**config.mk**
```make
export PLATFORM = sky130hd
export DESIGN_NAME = scvb_var_bank
export DESIGN_NICKNAME = d
export VERILOG_FILES = /design/src/rtl/scvb_var_bank.v /design/src/rtl/scvb_pulse_sampler.v
export VERILOG_INCLUDE_DIRS = /design/src /design/src/rtl
export SDC_FILE = /design/constraint.sdc
export NUM_CORES = 1
export LEC_CHECK = 0
export BUFFER_PORTS_ARGS = -buffer_cell sky130_fd_sc_hd__buf_4
export CAP_MARGIN = 20
export CORE_MARGIN = 2
export CORE_UTILIZATION = 51
export CTS_BUF_LIST = sky130_fd_sc_hd__clkbuf_8
export DETAILED_ROUTE_END_ITERATION = 6
export PLACE_DENSITY = 0.88
export RECOVER_POWER = 25
export SYNTH_ARGS = -nofsm -noshare
export SYNTH_HDL_FRONTEND = slang
export SYNTH_SLANG_ARGS = --single-unit
```
**constraint.sdc**
```tcl
create_clock -name sys_clk -period 2.2 [get_ports sys_clk]
set_input_delay 0.22 -clock sys_clk [delete_from_list [all_inputs] [get_ports sys_clk]]
set_output_delay 0.22 -clock sys_clk [all_outputs]
set_load 0.05 [all_outputs]
```
**src/rtl/scvb_defs.vh**
```
// Constants for the servo communication variable bank.
`ifndef SCVB_DEFS_VH
`define SCVB_DEFS_VH

// ==========================================================================
// Parameter addresses: group in the high byte, index in the low byte.
// ==========================================================================
`define SCVB_ADDR_SERVO_STATE    16'h3000
`define SCVB_ADDR_OUTFN_LOW      16'h3001
`define SCVB_ADDR_OUTFN_HIGH     16'h3002
`define SCVB_ADDR_PULSE_COUNT    16'h3003
`define SCVB_ADDR_VIN_LEVELS     16'h3100
`define SCVB_ADDR_OUT_LEVELS     16'h3104
`define SCVB_ADDR_SPEED_LO       16'h3109
`define SCVB_ADDR_SPEED_HI       16'h310a
`define SCVB_ADDR_TORQUE_LO      16'h310b
`define SCVB_ADDR_TORQUE_HI      16'h310c

// ==========================================================================
// Field positions and codes.
// ==========================================================================
`define SCVB_BIT_READY           0
`define SCVB_RUN_LSB             12
`define SCVB_RUN_MSB             13
`define SCVB_RUN_NOT_READY       2'h0
`define SCVB_RUN_READY           2'h1
`define SCVB_RUN_RUNNING         2'h2
`define SCVB_RUN_FAULT           2'h3
`define SCVB_BIT_BRAKE           8
`define SCVB_OUTFN_HIGH_W        4

// ==========================================================================
// Limits and reset values of the references.
// ==========================================================================
`define SCVB_SPEED_MAX           32'sd6000000
`define SCVB_SPEED_MIN           -32'sd6000000
`define SCVB_TORQUE_MAX          32'sd100000
`define SCVB_TORQUE_MIN          -32'sd100000
`define SCVB_REF_RESET           32'h0000_0000
`define SCVB_WORD_RESET          16'h0000

// ==========================================================================
// Timing.
// ==========================================================================
`define SCVB_CLK_PERIOD_NS       40
`define SCVB_CTRL_PERIOD_NS      62500

`endif

```
**src/rtl/scvb_var_bank.v**
```verilog
// Communication variable bank of the servo drive.
//
// Operation
// - Ready bit zero follows bus-ready state.
// - Bits 12-13 encode not-ready/ready/running/fault.
// - Output functions 1-16 map to bits 0-15.
// - Brake bit invalid without brake assignment.
// - Functions 17-20 in low bits, rest reserved.
// - Pulse count shown for pulse or handwheel source.
// - Pulse count ignores control mode and run state.
// - Virtual input n+1 follows bit n.
// - Physical output n+1 follows bit n.
// - Comm speed reference, clamped to 6000.000 RPM.
// - Speed reference 32 bits, written only here.
// - Comm torque reference, clamped to 100.000 percent.
// - Full-scale torque equals rated motor torque.
// - Torque reference 32 bits, written only here.
`timescale 1ns/1ps
`include "scvb_defs.vh"

module scvb_var_bank #(
    parameter CTRL_PERIOD_CYC = `SCVB_CTRL_PERIOD_NS / `SCVB_CLK_PERIOD_NS,
    parameter CNT_W           = 16
) (
    input  wire        sys_clk,
    input  wire        srst,
    // Communication link parameter access.
    input  wire        par_req,
    input  wire        par_wr,
    input  wire [15:0] par_addr,
    input  wire [15:0] par_wdata,
    output reg  [15:0] par_rdata_r,
    output reg         par_ack_r,
    output reg         par_err_r,
    // Drive status from the control core.
    input  wire        bus_ready,
    input  wire        servo_on,
    input  wire        fault_class12,
    input  wire [19:0] out_func_active,
    input  wire        brake_assigned,
    input  wire        pos_source_pulse,
    input  wire        handwheel_active,
    input  wire        speed_mode_comm,
    input  wire        torque_mode_comm,
    input  wire        pulse_pin,
    // Values set over the link.
    output reg  [15:0] virtual_input_r,
    output reg  [15:0] out_level_r,
    output reg  [31:0] speed_cmd_r,
    output reg         speed_cmd_valid_r,
    output reg  [31:0] torque_cmd_r,
    output reg         torque_cmd_valid_r,
    output reg         period_tick_r
);

    // ======================================================================
    // Control period divider.
    // ======================================================================
    // The divider is 16 bits wide, so the last count is cut to that on
    // purpose; periods longer than 65536 cycles need a wider divider.
    localparam [31:0] PERIOD_LAST_W = CTRL_PERIOD_CYC - 1;
    localparam [15:0] PERIOD_LAST   = PERIOD_LAST_W[15:0];

    reg [15:0]      div_r;       // Cycle count within the control period.
    wire [CNT_W-1:0] pulse_cnt;  // Published per-period pulse count.

    // A one-cycle enable at the control period rate.
    always @(posedge sys_clk) begin
        if (srst) begin
            div_r         <= 16'h0000;
            period_tick_r <= 1'b0;
        end else if (div_r == PERIOD_LAST) begin
            div_r         <= 16'h0000;
            period_tick_r <= 1'b1;
        end else begin
            div_r         <= div_r + 16'h0001;
            period_tick_r <= 1'b0;
        end
    end

    // Pulse sampling runs unconditionally.
    scvb_pulse_sampler #(
        .CNT_W       (CNT_W)
    ) u_sampler (
        .sys_clk     (sys_clk),
        .srst        (srst),
        .pulse_pin   (pulse_pin),
        .period_tick (period_tick_r),
        .count_r     (pulse_cnt)
    );

    // ======================================================================
    // Status words.
    // ======================================================================
    reg [1:0]  run_state;   // Run-state code.
    reg [15:0] state_word;  // Servo-state word.
    reg [15:0] fn_low;      // Output functions 1 to 16.
    reg [15:0] fn_high;     // Output functions 17 to 20.

    // Fault outranks running, which outranks plain readiness.
    always @* begin
        if (fault_class12) begin
            run_state = `SCVB_RUN_FAULT;
        end else if (bus_ready && servo_on) begin
            run_state = `SCVB_RUN_RUNNING;
        end else if (bus_ready) begin
            run_state = `SCVB_RUN_READY;
        end else begin
            run_state = `SCVB_RUN_NOT_READY;
        end
    end

    // Words are assembled with reserved bits held at zero.
    always @* begin
        state_word = `SCVB_WORD_RESET;
        state_word[`SCVB_BIT_READY] = bus_ready;
        state_word[`SCVB_RUN_MSB:`SCVB_RUN_LSB] = run_state;
        fn_low = out_func_active[15:0];
        // An unassigned brake function carries no meaning, so it reads
        // zero rather than stale internal state.
        if (!brake_assigned) begin
            fn_low[`SCVB_BIT_BRAKE] = 1'b0;
        end
        fn_high = `SCVB_WORD_RESET;
        fn_high[`SCVB_OUTFN_HIGH_W-1:0] = out_func_active[19:16];
    end

    // ======================================================================
    // Address decoding.
    // ======================================================================
    // True for any address that this bank answers to.
    function mapped;
        input [15:0] a;
        begin
            case (a)
                `SCVB_ADDR_SERVO_STATE, `SCVB_ADDR_OUTFN_LOW,
                `SCVB_ADDR_OUTFN_HIGH, `SCVB_ADDR_PULSE_COUNT,
                `SCVB_ADDR_VIN_LEVELS, `SCVB_ADDR_OUT_LEVELS,
                `SCVB_ADDR_SPEED_LO, `SCVB_ADDR_SPEED_HI,
                `SCVB_ADDR_TORQUE_LO, `SCVB_ADDR_TORQUE_HI: mapped = 1'b1;
                default: mapped = 1'b0;
            endcase
        end
    endfunction

    // Saturates a signed reference to a symmetric limit.
    function [31:0] clamp;
        input [31:0] v;
        input [31:0] hi;
        input [31:0] lo;
        begin
            if ($signed(v) > $signed(hi)) begin
                clamp = hi;
            end else if ($signed(v) < $signed(lo)) begin
                clamp = lo;
            end else begin
                clamp = v;
            end
        end
    endfunction

    // ======================================================================
    // Writable storage and read mux.
    // ======================================================================
    reg [31:0] speed_raw_r;   // Speed reference as written.
    reg [31:0] torque_raw_r;  // Torque reference as written.
    reg [15:0] rd_mux;        // Read data selected by address.

    // Each access is answered one cycle after it is presented.
    always @* begin
        case (par_addr)
            `SCVB_ADDR_SERVO_STATE: rd_mux = state_word;
            `SCVB_ADDR_OUTFN_LOW:   rd_mux = fn_low;
            `SCVB_ADDR_OUTFN_HIGH:  rd_mux = fn_high;
            // Shown only while the pulse input or the handwheel feeds position.
            `SCVB_ADDR_PULSE_COUNT: rd_mux = (pos_source_pulse ||
                                              handwheel_active) ?
                                             pulse_cnt : `SCVB_WORD_RESET;
            `SCVB_ADDR_VIN_LEVELS:  rd_mux = virtual_input_r;
            `SCVB_ADDR_OUT_LEVELS:  rd_mux = out_level_r;
            `SCVB_ADDR_SPEED_LO:    rd_mux = speed_raw_r[15:0];
            `SCVB_ADDR_SPEED_HI:    rd_mux = speed_raw_r[31:16];
            `SCVB_ADDR_TORQUE_LO:   rd_mux = torque_raw_r[15:0];
            `SCVB_ADDR_TORQUE_HI:   rd_mux = torque_raw_r[31:16];
            default:                rd_mux = `SCVB_WORD_RESET;
        endcase
    end

    // Link access: writes to status words fall through untouched.
    always @(posedge sys_clk) begin
        if (srst) begin
            par_ack_r       <= 1'b0;
            par_err_r       <= 1'b0;
            par_rdata_r     <= `SCVB_WORD_RESET;
            virtual_input_r <= `SCVB_WORD_RESET;
            out_level_r     <= `SCVB_WORD_RESET;
            speed_raw_r     <= `SCVB_REF_RESET;
            torque_raw_r    <= `SCVB_REF_RESET;
        end else begin
            par_ack_r   <= par_req;
            par_err_r   <= par_req && !mapped(par_addr);
            par_rdata_r <= (par_req && !par_wr) ? rd_mux
                                                : `SCVB_WORD_RESET;
            if (par_req && par_wr) begin
                case (par_addr)
                    // Bit n sets virtual input n+1.
                    `SCVB_ADDR_VIN_LEVELS: virtual_input_r <= par_wdata;
                    // Bit n sets output n+1.
                    `SCVB_ADDR_OUT_LEVELS: out_level_r <= par_wdata;
                    // Only the link can reach these halves.
                    `SCVB_ADDR_SPEED_LO:  speed_raw_r[15:0] <= par_wdata;
                    `SCVB_ADDR_SPEED_HI:  speed_raw_r[31:16] <= par_wdata;
                    // Same for the torque reference.
                    `SCVB_ADDR_TORQUE_LO: torque_raw_r[15:0] <= par_wdata;
                    `SCVB_ADDR_TORQUE_HI: torque_raw_r[31:16] <= par_wdata;
                    // Status words and unmapped addresses ignore writes.
                    default: ;
                endcase
            end
        end
    end

    // ======================================================================
    // Applied references.
    // ======================================================================
    // The clamped value follows the stored one the next cycle, so a write
    // acts at once. Halves land separately; hosts that care about a torn
    // value should write the high half last.
    // Full scale 100000 counts means rated motor torque.
    always @(posedge sys_clk) begin
        if (srst) begin
            speed_cmd_r        <= `SCVB_REF_RESET;
            speed_cmd_valid_r  <= 1'b0;
            torque_cmd_r       <= `SCVB_REF_RESET;
            torque_cmd_valid_r <= 1'b0;
        end else begin
            speed_cmd_r <= clamp(speed_raw_r, `SCVB_SPEED_MAX,
                                 `SCVB_SPEED_MIN);
            speed_cmd_valid_r <= speed_mode_comm;
            torque_cmd_r <= clamp(torque_raw_r, `SCVB_TORQUE_MAX,
                                  `SCVB_TORQUE_MIN);
            torque_cmd_valid_r <= torque_mode_comm;
        end
    end

endmodule // scvb_var_bank

```
**src/rtl/scvb_pulse_sampler.v**
```verilog
// Pulse input sampler counting edges over one control period.
`timescale 1ns/1ps
`include "scvb_defs.vh"

module scvb_pulse_sampler #(
    parameter CNT_W = 16  // Width of the per-period pulse count.
) (
    input  wire             sys_clk,
    input  wire             srst,
    input  wire             pulse_pin,
    input  wire             period_tick,
    output reg  [CNT_W-1:0] count_r
);

    // ======================================================================
    // Input synchroniser.
    // ======================================================================
    reg             s1_r;     // First stage, read only by the second.
    reg             s2_r;     // Second stage.
    reg             s3_r;     // Third stage.
    reg             level_r;  // Accepted pin level.
    reg [CNT_W-1:0] acc_r;    // Running count within the period.

    // Three flops; a new level is accepted when stages two and three agree.
    always @(posedge sys_clk) begin
        if (srst) begin
            s1_r    <= 1'b0;
            s2_r    <= 1'b0;
            s3_r    <= 1'b0;
            level_r <= 1'b0;
        end else begin
            s1_r <= pulse_pin;
            s2_r <= s1_r;
            s3_r <= s2_r;
            if (s2_r == s3_r) begin
                level_r <= s3_r;
            end
        end
    end

    // ======================================================================
    // Counting.
    // ======================================================================
    // Rising edges are counted regardless of drive mode or run state, so
    // the count never depends on anything but the pin.
    wire rise = (s2_r == s3_r) && s3_r && !level_r;

    // At each period tick the sum is published and the count restarts,
    // the edge of that same cycle opening the new period.
    always @(posedge sys_clk) begin
        if (srst) begin
            acc_r   <= {CNT_W{1'b0}};
            count_r <= {CNT_W{1'b0}};
        end else if (period_tick) begin
            count_r <= acc_r;
            acc_r   <= {{(CNT_W-1){1'b0}}, rise};
        end else if (rise) begin
            acc_r <= acc_r + {{(CNT_W-1){1'b0}}, 1'b1};
        end
    end

endmodule // scvb_pulse_sampler

```
# Word level (Yosys, flattened, before mapping)
# Index checks and enable logic that the tools add are counted.
[word_totals]
ff_bits = 233
latchBits = 0
mem_bits_rw = 0
romBits = 0
in_bits = 65
out_inout_bits = 117
elab_cells = 85
mem_count = 0
[op_classes]
n_addsub = 2
multipliers = 0
div_mod_pow = 0
n_lt_le_gt_ge = 4
eq_ne = 12
shifts = 0
muxes = 15
n_bitwise = 1
n_reduce_logical = 25
[op_table]
columns = ["cell", "count"]
rows = [
  ["16-bit by 14-bit == test with 1-bit output, second input constant", 10],
  ["16-bit case mux with 10 select lines", 1],
  ["32-bit 2-to-1 mux", 2],
  ["16-bit by 1-bit adder with 16-bit output, second input constant", 2],
  ["32-bit by 18-bit > comparator with 1-bit output, second input constant", 1],
  ["32-bit by 24-bit > comparator with 1-bit output, second input constant", 1],
  ["32-bit by 18-bit less-than comparator with 1-bit output, second input constant", 1],
  ["32-bit by 24-bit less-than comparator with 1-bit output, second input constant", 1],
  ["23-bit 2-to-1 mux", 1],
  ["17-bit 2-to-1 mux", 1],
  ["16-bit by 11-bit == test with 1-bit output, second input constant", 1],
  ["16-bit 2-to-1 mux", 1],
  ["2-bit AND reduction", 6],
  ["10-bit OR reduction", 1],
  ["2-bit OR reduction", 5],
  ["1-bit 2-to-1 mux", 7],
  ["1-bit logical AND", 6],
  ["3-bit OR reduction", 2],
  ["2-bit 2-to-1 mux", 2],
  ["1-bit zero test", 3],
  ["2-bit nonzero test", 1],
  ["1-bit == test", 1],
  ["1-bit logical OR", 1],
  ["1-bit inverter", 1],
]

# Logic depth before layout (Yosys ltp)
# Gate-level depths: netlist of run 1.
[logic_depth]
depth_word = 6
ltp_mapped = 9
mapped_depth_nobuf = 8

# By module
# Synthesis of run 1 repeated with hierarchy kept, for this count alone.
[unflattened]
cells_unflattened = 1089
area_unflattened_um2 = 9362.7
[modules_own_cells]
columns = ["mod", "n_inst", "cells_per_inst", "area_per_inst_um2", "seq_area_each_um2"]
rows = [
  ["scvb_var_bank", 1, 942, 7915.1, 3943.8],
  ["scvb_pulse_sampler", 1, 147, 1447.6, 720.7],
]

# Worst setup path after synthesis of run 1
# No wires, ideal clock.
[synth_timing]
path_kind = "input -> register"
startpoint = "in par_addr[5]"
endpoint = "reg out_level_r[6]"
setup_ns = 0.132
arrival_ns = 2.164
required_ns = 2.068
path_slack_ns = -0.096
cell_stages = 8
path_buffers = 3
cell_sequence = "or4_1 -> buf_4 -> or2_1 -> or4_1 -> clkbuf_1 -> buf_2 -> nand2_1 -> a21oi_1"
[synth_between]
elab_chain_len = 2
[synth_rtl]
columns = ["item", "line_no", "text"]
rows = [
  ["start: declaration", "scvb_var_bank.v:30", "input wire [15:0] par_addr,"],
  ["16-bit by 14-bit == test with 1-bit output", "scvb_var_bank.v:205", "case (par_addr)"],
  ["2-bit AND reduction (no source line)", "--", ""],
  ["end signal: assignment", "scvb_var_bank.v:196", "out_level_r <= `SCVB_WORD_RESET;"],
  ["end signal: assignment", "scvb_var_bank.v:209", "`SCVB_ADDR_OUT_LEVELS: out_level_r <= par_wdata;"],
  ["end: declaration", "scvb_var_bank.v:48", "output reg [15:0] out_level_r,"],
]
# Every way passes these cells.
# A chain may end at the register's enable or synchronous reset.

# Worst setup path after layout of run 1
[layout_timing]
startpoint = "reg speed_raw_r[27]"
endpoint = "reg speed_cmd_r[19]"
[layout_between]
elab_chain_len = 3
word_cells_on_any_way = 4
classes_between = "order compare (2); mux (2)"
[layout_rtl]
columns = ["item", "line_no", "text"]
rows = [
  ["start: declaration", "scvb_var_bank.v:165", "reg [31:0] speed_raw_r;"],
  ["start signal: assignment", "scvb_var_bank.v:197", "speed_raw_r <= `SCVB_REF_RESET;"],
  ["start signal: assignment", "scvb_var_bank.v:212", "`SCVB_ADDR_SPEED_HI: speed_raw_r[31:16] <= par_wdata;"],
  ["32-bit by 24-bit less-than comparator with 1-bit output", "scvb_var_bank.v:154", "end else if ($signed(v) < $signed(lo)) begin"],
  ["32-bit 2-to-1 mux", "scvb_var_bank.v:154", ""],
  ["23-bit 2-to-1 mux *", "scvb_var_bank.v:152", "if ($signed(v) > $signed(hi)) begin"],
  ["end signal: assignment", "scvb_var_bank.v:232", "speed_cmd_r <= `SCVB_REF_RESET;"],
  ["end signal: assignment", "scvb_var_bank.v:237", "speed_cmd_r <= clamp(speed_raw_r, `SCVB_SPEED_MAX,"],
  ["end: declaration", "scvb_var_bank.v:49", "output reg [31:0] speed_cmd_r,"],
]
# Mark *: on every way between the ends. The rest lies on a longest branch, timed or not.

==> impl_metrics.json, run 1 <==
{
  "drive_gt1_frac": 0.237,
  "netlist_area_sq_mm": 0.00945,
  "dp_hpwl_um": 23000,
  "antenna_found_initial": 0,
  "cpPeakStageDelay_ns": 0.55,
  "synth_top_area_cell": "dfxtp_1",
  "cts_buffer_depth": 3,
  "yosysSeqAreaShare": 0.494,
  "first_pass_iters": 7,
  "drv_slew": 0,
  "synth_nets": 1160,
  "max_freq_ghz": 0.470,
  "r2r_cells": 5,
  "area_growth_pct": 32.7,
  "clock_tree.root_cell": "clkbuf_8",
  "drc": 21,
  "track_usage": 0.320,
  "synth-edff-count": 0,
  "fin_worst_skew_ns": 0.0190,
  "synthCells": 1089,
  "holdCritPathClass": "input pin to flip-flop",
  "synth-async-reset-ratio": 0,
  "synth_top_area_share": 0.494,
  "synth_cell_types": 70,
  "layout_worst_path_cycle_share": 0.966,
  "fp-row-count": 49,
  "synthTopCellsByArea": "dfxtp_1 (49%), nand2_1 (8.6%), a21oi_1 (6.4%)",
  "outcome": "complete, but fails checks",
  "ys_ff_latch": 233,
  "relSlewSlack": 0.243,
  "hold_viol": 0,
  "num_vias": 9744,
  "die-width_um": 140,
  "core_area_sq_mm": 0.0181,
  "p_leak_nw": 4.61,
  "cts_buffers": 38,
  "max_cap_viol_count": 0,
  "overflow": 0,
  "pre_cts_slack_ns": -0.298,
  "layout_min_cycle_time_ns": 2.13,
  "wire_per_inst_um": 20.0,
  "startpoint_type": "flip-flop",
  "dieArea_sq_mm": 0.0196,
  "grt_pass1_wl_um": 49700,
  "htree_levels": 2,
  "synth.avg_cell_area_sq_um": 8.67,
  "yosys_warnings": 0,
  "numPortBuffers": 181,
  "clk_pin_slew_worst_paths_ns": 0.07,
  "synthTopCellsByCount": "dfxtp_1 (233), nand2_1 (217), a21oi_1 (120)",
  "setup_slack_ns": 0.0745,
  "clock_latency_ns": 0.54,
  "nNetsFinal": 1429,
  "start_util": 0.522,
  "worstPathCellList": "nor4_2 > nand2_1 > or4b_4 > a221o_2 > a21oi_1",
  "critPathMaxFanout": 10,
  "antenna_left": 0,
  "fp.dieH_um": 140,
  "required_ns": 2.65,
  "yosysMostFrequentCell": "dfxtp_1",
  "cp-end-kind": "flip-flop",
  "synthFlopType": "dfxtp_1",
  "via_per_inst": 6.03,
  "critical_path_class": "flip-flop to flip-flop",
  "gp_congestion": 0.985,
  "final_util": 0.693,
  "drt_iter0_markers": 1426,
  "grt_setup_unrepaired": "false",
  "cts_tree": "built",
  "worst_pin_slew_ns": 1.11,
  "routed_wl_um": 32300,
  "crit_path_top_delay_cell": "or4b_4",
  "ir_drop_mv": 0.642,
  "cp.arrival_ns": 2.57,
  "io_pins": 182,
  "grt_max_degree": 59,
  "clkSinkCount": 233,
  "finalSetupViolCount": 0,
  "worstHoldPathCells": 3,
  "grt_pass1_vias": 9292,
  "violations": "DRC",
  "pwr_density_cell_mw_per_mm2": 690,
  "antenna_cells": 0
}
## cell usage in the layout, fill, tap and decap left out, types with 4 or more instances in the layout
master,n
buf_12,8
mux2i_1,18
clkbuf_1,64
a22oi_1,12
nor4_4,4
xor2_1,11
dlygate4sd3_1,22
nor3_1,28
buf_4,213
nand4_1,13
or3_1,6
or4_1,7
o21ai_0,7
nor4_2,4
xnor2_1,14
nand3_1,14
dfxtp_1,228
ha_1,6
a22o_1,9
nor4_1,16
a31oi_1,13
a222oi_1,20
a21oi_1,119
clkinv_2,8
nand2b_1,11
inv_1,16
a211oi_1,23
clkbuf_8,51
and2_1,12
nor2_1,95
dfxtp_2,5
nor2b_1,9
and3_1,8
nand2_1,217
nor4b_1,6
a221oi_1,12
## per-layer routing
metal,vias up,part of all wire,global-route usage
met3,129,0.11,0.0571
met4,0,0.047,0.160
met5,-,0,0
li1,4412,-,-
met2,681,0.46,0.523
met1,4522,0.38,0.410
## metrics by stage
| step | TNS (ns) | hold WS (ns) | power [mW] | instances | instance area [sq um] |
|---|---|---|---|---|---|
| 2_1_floorplan | -0.0843 | 0.348 | 4.46 | 1089 | 9480 |
| 3_3_place_gp | -4.00 | 0.420 | 4.64 | 1522 | 11600 |
| 3_5_place_dp | -6.26 | 0.430 | 4.64 | 1522 | 11600 |
| 4_1_cts | 0 | 0.00144 | 8.67 | 1616 | 12700 |
| 5_1_grt | 0 | 0.00288 | 8.89 | 1617 | 12500 |
| 6_report | 0 | 0.0108 | 8.65 | 1617 | 12500 |
## worst paths after layout
path	start	endpoint	slack, ns
min reg2reg	u_sampler.s1_r	u_sampler.s2_r	0.44
min	out_func_active[5]	par_rdata_r[5]	0.01
max	speed_raw_r[27]	speed_cmd_r[19]	0.07
max reg2reg	speed_raw_r[27]	speed_cmd_r[19]	0.07
## layout make-up
type / instances / area [sq um]
clock inverter: 19 / 146
fill: 1392 / 5550
clock buffer: 51 / 702
timing repair buffer: 309 / 2240
tap: 229 / 287
inverter: 11 / 41.3
sequential: 233 / 4670
multi-input combinational: 765 / 4450
## kinds of logic after synthesis
logic type      Yosys count  synth area share
xor+xnor                 25            0.0232
flops                   233             0.494
buf+inv                  91            0.0433
fa+ha+maj                 6           0.00795
mux                      20            0.0215
simple gates            477             0.247
compound gates          237             0.164
## repair_timing
action,4_1_cts,5_1_grt
pin swaps,0,4
hold buffers,22,0
buffers inserted,2,1
cloned,0,0
gates resized for setup,4,15
endpoints found under the hold margin,62,0
setup endpoints to repair,27,29
## state kept, by name, summed over array words and instances, names as in the netlist
name and flops:
speed_cmd_r 32, speed_raw_r 32, torque_cmd_r 32, torque_raw_r 32, div_r 16, out_level_r 16
par_rdata_r 16, u_sampler.acc_r 16, u_sampler.count_r 16, virtual_input_r 16, par_ack_r 1, par_err_r 1
period_tick_r 1, speed_cmd_valid_r 1, torque_cmd_valid_r 1, u_sampler.level_r 1, u_sampler.s1_r 1, u_sampler.s2_r 1
u_sampler.s3_r 1
## worst max-delay path, delay by kind of cell (launching register included)
kind	cells	cell delay (ns)
AO/OA/AOI/OAI	2	0.71
flip-flops	1	0.33
AND/OR/NAND/NOR	3	1.01
## power breakdown
part           switching [mW]  internal, mW  leakage (nW)
clock                    1.74          2.33         0.463
sequential            0.00696          4.23          1.88
combinational           0.207         0.141          2.26
total                    1.95          6.70          4.61
(Power assumes the default switching activity.)
==> run 2: changes to the inputs <==
--- a/config.mk
+++ b/config.mk
@@ -8,11 +8,12 @@
 export LEC_CHECK = 0
 export BUFFER_PORTS_ARGS = -buffer_cell sky130_fd_sc_hd__buf_4
 export CAP_MARGIN = 20
+export CORE_ASPECT_RATIO = 1.4
 export CORE_MARGIN = 2
 export CORE_UTILIZATION = 51
 export CTS_BUF_LIST = sky130_fd_sc_hd__clkbuf_8
 export DETAILED_ROUTE_END_ITERATION = 6
-export PLACE_DENSITY = 0.88
+export PLACE_DENSITY = 0.85
 export RECOVER_POWER = 25
 export SYNTH_ARGS = -nofsm -noshare
 export SYNTH_HDL_FRONTEND = slang
==> constraint.sdc (replaced) <==
create_clock -name sys_clk -period 2.1 [get_ports sys_clk]
set_input_delay 0.21 -clock sys_clk [delete_from_list [all_inputs] [get_ports sys_clk]]
set_output_delay 0.21 -clock sys_clk [all_outputs]
set_load 0.05 [all_outputs]
==> run 2 against run 1 <==
- the run ends with DRC, setup timing left
- highest routed layer unchanged
- first-iteration DRC count is 3.4% lower
- flip-flop and latch count stayed put
- cell area up 0.77%
==> impl_metrics.json, run 2 (synthesis gave the netlist of run 1 again) <==
{
  "required_ns": 2.48,
  "cp.arrival_ns": 2.58,
  "critPathTopFamily": "simple AND/OR/NAND/NOR gates",
  "fp-row-count": 58,
  "holdCritPathClass": "input pin to flip-flop",
  "worst_pin_slew_ns": 0.630,
  "drc": 24,
  "cpPeakStageDelay_ns": 0.60,
  "antenna_left": 0,
  "cp-end-kind": "flip-flop",
  "area_growth_pct": 33.7,
  "final_cell_mix": "dfxtp_1 (232), nand2_1 (217), buf_4 (214)",
  "place_inst": 1540,
  "clock_tree.root_cell": "clkbuf_8",
  "outcome": "complete, but fails checks",
  "r2r-start": "speed_raw_r[31]",
  "overflow": 0,
  "wl_met2_um": 16200,
  "cts_tree": "built",
  "crit_path_top_delay_cell": "or4b_4",
  "grt_pass1_wl_um": 50200,
  "hold_viol": 0,
  "r2r_cells": 7,
  "worstPathCellList": "nor4_2 > nand2_1 > or4b_4 > a221oi_4 > buf_4 > buf_12 > nor3_1",
  "finalSetupViolCount": 31,
  "drt_iter0_markers": 1377,
  "pwr_density_cell_mw_per_mm2": 702,
  "track_usage": 0.326,
  "fp.dieH_um": 165,
  "wl_met3_um": 2980,
  "fin_worst_skew_ns": 0.0168,
  "p_leak_nw": 4.61,
  "routed_wl_um": 33000,
  "clk_pin_slew_worst_paths_ns": 0.07,
  "via_per_inst": 6.00,
  "final_common_cell": "dfxtp_1",
  "wire_per_inst_um": 20.3,
  "drive_gt1_frac": 0.243,
  "drt-met1-wl_um": 11700,
  "max_freq_ghz": 0.455,
  "gp_congestion": 0.982,
  "min_from": "out_func_active[2]",
  "ir_drop_mv": 0.560,
  "final.setup.tns_ns": -1.57,
  "core_area_sq_mm": 0.0181,
  "worstHoldPathCells": 3,
  "timing.rr.end": "speed_cmd_r[28]",
  "start_util": 0.523,
  "top_layer": "met4",
  "critical_path_class": "flip-flop to flip-flop",
  "min_to": "par_rdata_r[2]",
  "violations": "DRC, setup timing",
  "grt_pass1_vias": 9305,
  "startpoint_type": "flip-flop",
  "nNetsFinal": 1433,
  "htree_levels": 2,
  "critPathMaxFanout": 11,
  "io_pins": 182,
  "grt_setup_unrepaired": "true",
  "first_pass_iters": 7,
  "dieArea_sq_mm": 0.0196,
  "antenna_found_initial": 0,
  "drv_slew": 0,
  "layout_min_cycle_time_ns": 2.20,
  "reg2reg_setup_slack_ns": -0.1,
  "cts_buffer_depth": 3,
  "layout_worst_path_cycle_share": 1.05,
  "antenna_cells": 0,
  "max_cap_viol_count": 0,
  "clkSinkCount": 233,
  "dp_hpwl_um": 22900,
  "final-instance-count-excl-fill": 1629,
  "setup_slack_ns": -0.0987,
  "die-width_um": 119,
  "relSlewSlack": 0.582,
  "cts_buffers": 36,
  "numPortBuffers": 181,
  "grt_max_degree": 51,
  "path_buf_inv": 2,
  "clock_latency_ns": 0.52,
  "num_vias": 9775
}
[run 2: changes by cell type in the layout (fill, tap and decap cells not counted), moves of 2 or more]
cell / delta
nor3_2: +2
dlygate4sd3_1: -3
clkbuf_1: +4
nor4_1: -2
dfxtp_2: -4
nor4_2: +2
nor3_1: -5
nor3_4: +3
inv_1: -3
buf_8: +2
dfxtp_1: +4
[run 2: layout make-up]
type,count,area [sq um]
Sequential cell,233,4670
Tap cell,240,300
Multi-Input combinational cell,765,4540
Fill cell,1365,5440
Clock buffer,50,688
Timing Repair Buffer,315,2290
Inverter,11,41.3
Clock inverter,15,103
[run 2: timing repair]
item	CTS	global route
hold buffers	19	0
gates resized for setup	11	26
cloned	1	1
endpoints found under the setup margin	33	63
hold endpoints to repair	66	0
buffers inserted	3	1
pin swaps	4	10
[run 2: worst max-delay path by stage]
stage | startpoint | slack (ns) | cells after the start | to
global route | speed_raw_r[30] | -0.14 | 7 | speed_cmd_r[28]
floorplan | par_addr[1] | -0.10 | 9 | par_rdata_r[12]
global placement | par_addr[5] | -0.32 | 8 | par_rdata_r[9]
finish | speed_raw_r[31] | -0.1 | 7 | speed_cmd_r[28]
detailed placement | par_addr[5] | -0.37 | 8 | par_rdata_r[9]
CTS | speed_raw_r[27] | 0.005 | 7 | speed_cmd_r[18]
[run 2: per-layer routing]
layer	track usage	vias to the layer above
met5	0	-
met4	0.203	0
met3	0.0535	168
met2	0.563	648
met1	0.377	4557
li1	-	4402
[run 2: through the flow]
stage	hold slack, ns	total power [mW]	util	setup slack [ns]	area, sq um
after global placement	0.422	4.86	0.647	-0.325	11700
after global routing	0.0165	9.13	0.699	-0.139	12600
final	0.0360	8.87	0.699	-0.0987	12600
after detailed placement	0.427	4.86	0.647	-0.368	11700
after CTS	0.0165	8.87	0.707	0.00462	12800
after floorplan	0.338	4.67	-	-0.101	9490
[run 2: power by group]
part,switching [mW],internal [mW]
Sequential,0.00668,4.43
Combinational,0.215,0.146
Clock,1.81,2.26
Total,2.03,6.84
[run 2: worst reg2reg max path: stages, from the launching register on]
cell and delay [ns]:
dfxtp_1 0.33, nor4_2 0.27, nand2_1 0.16, or4b_4 0.60
a221oi_4 0.33, buf_4 0.17, buf_12 0.13, nor3_1 0.08
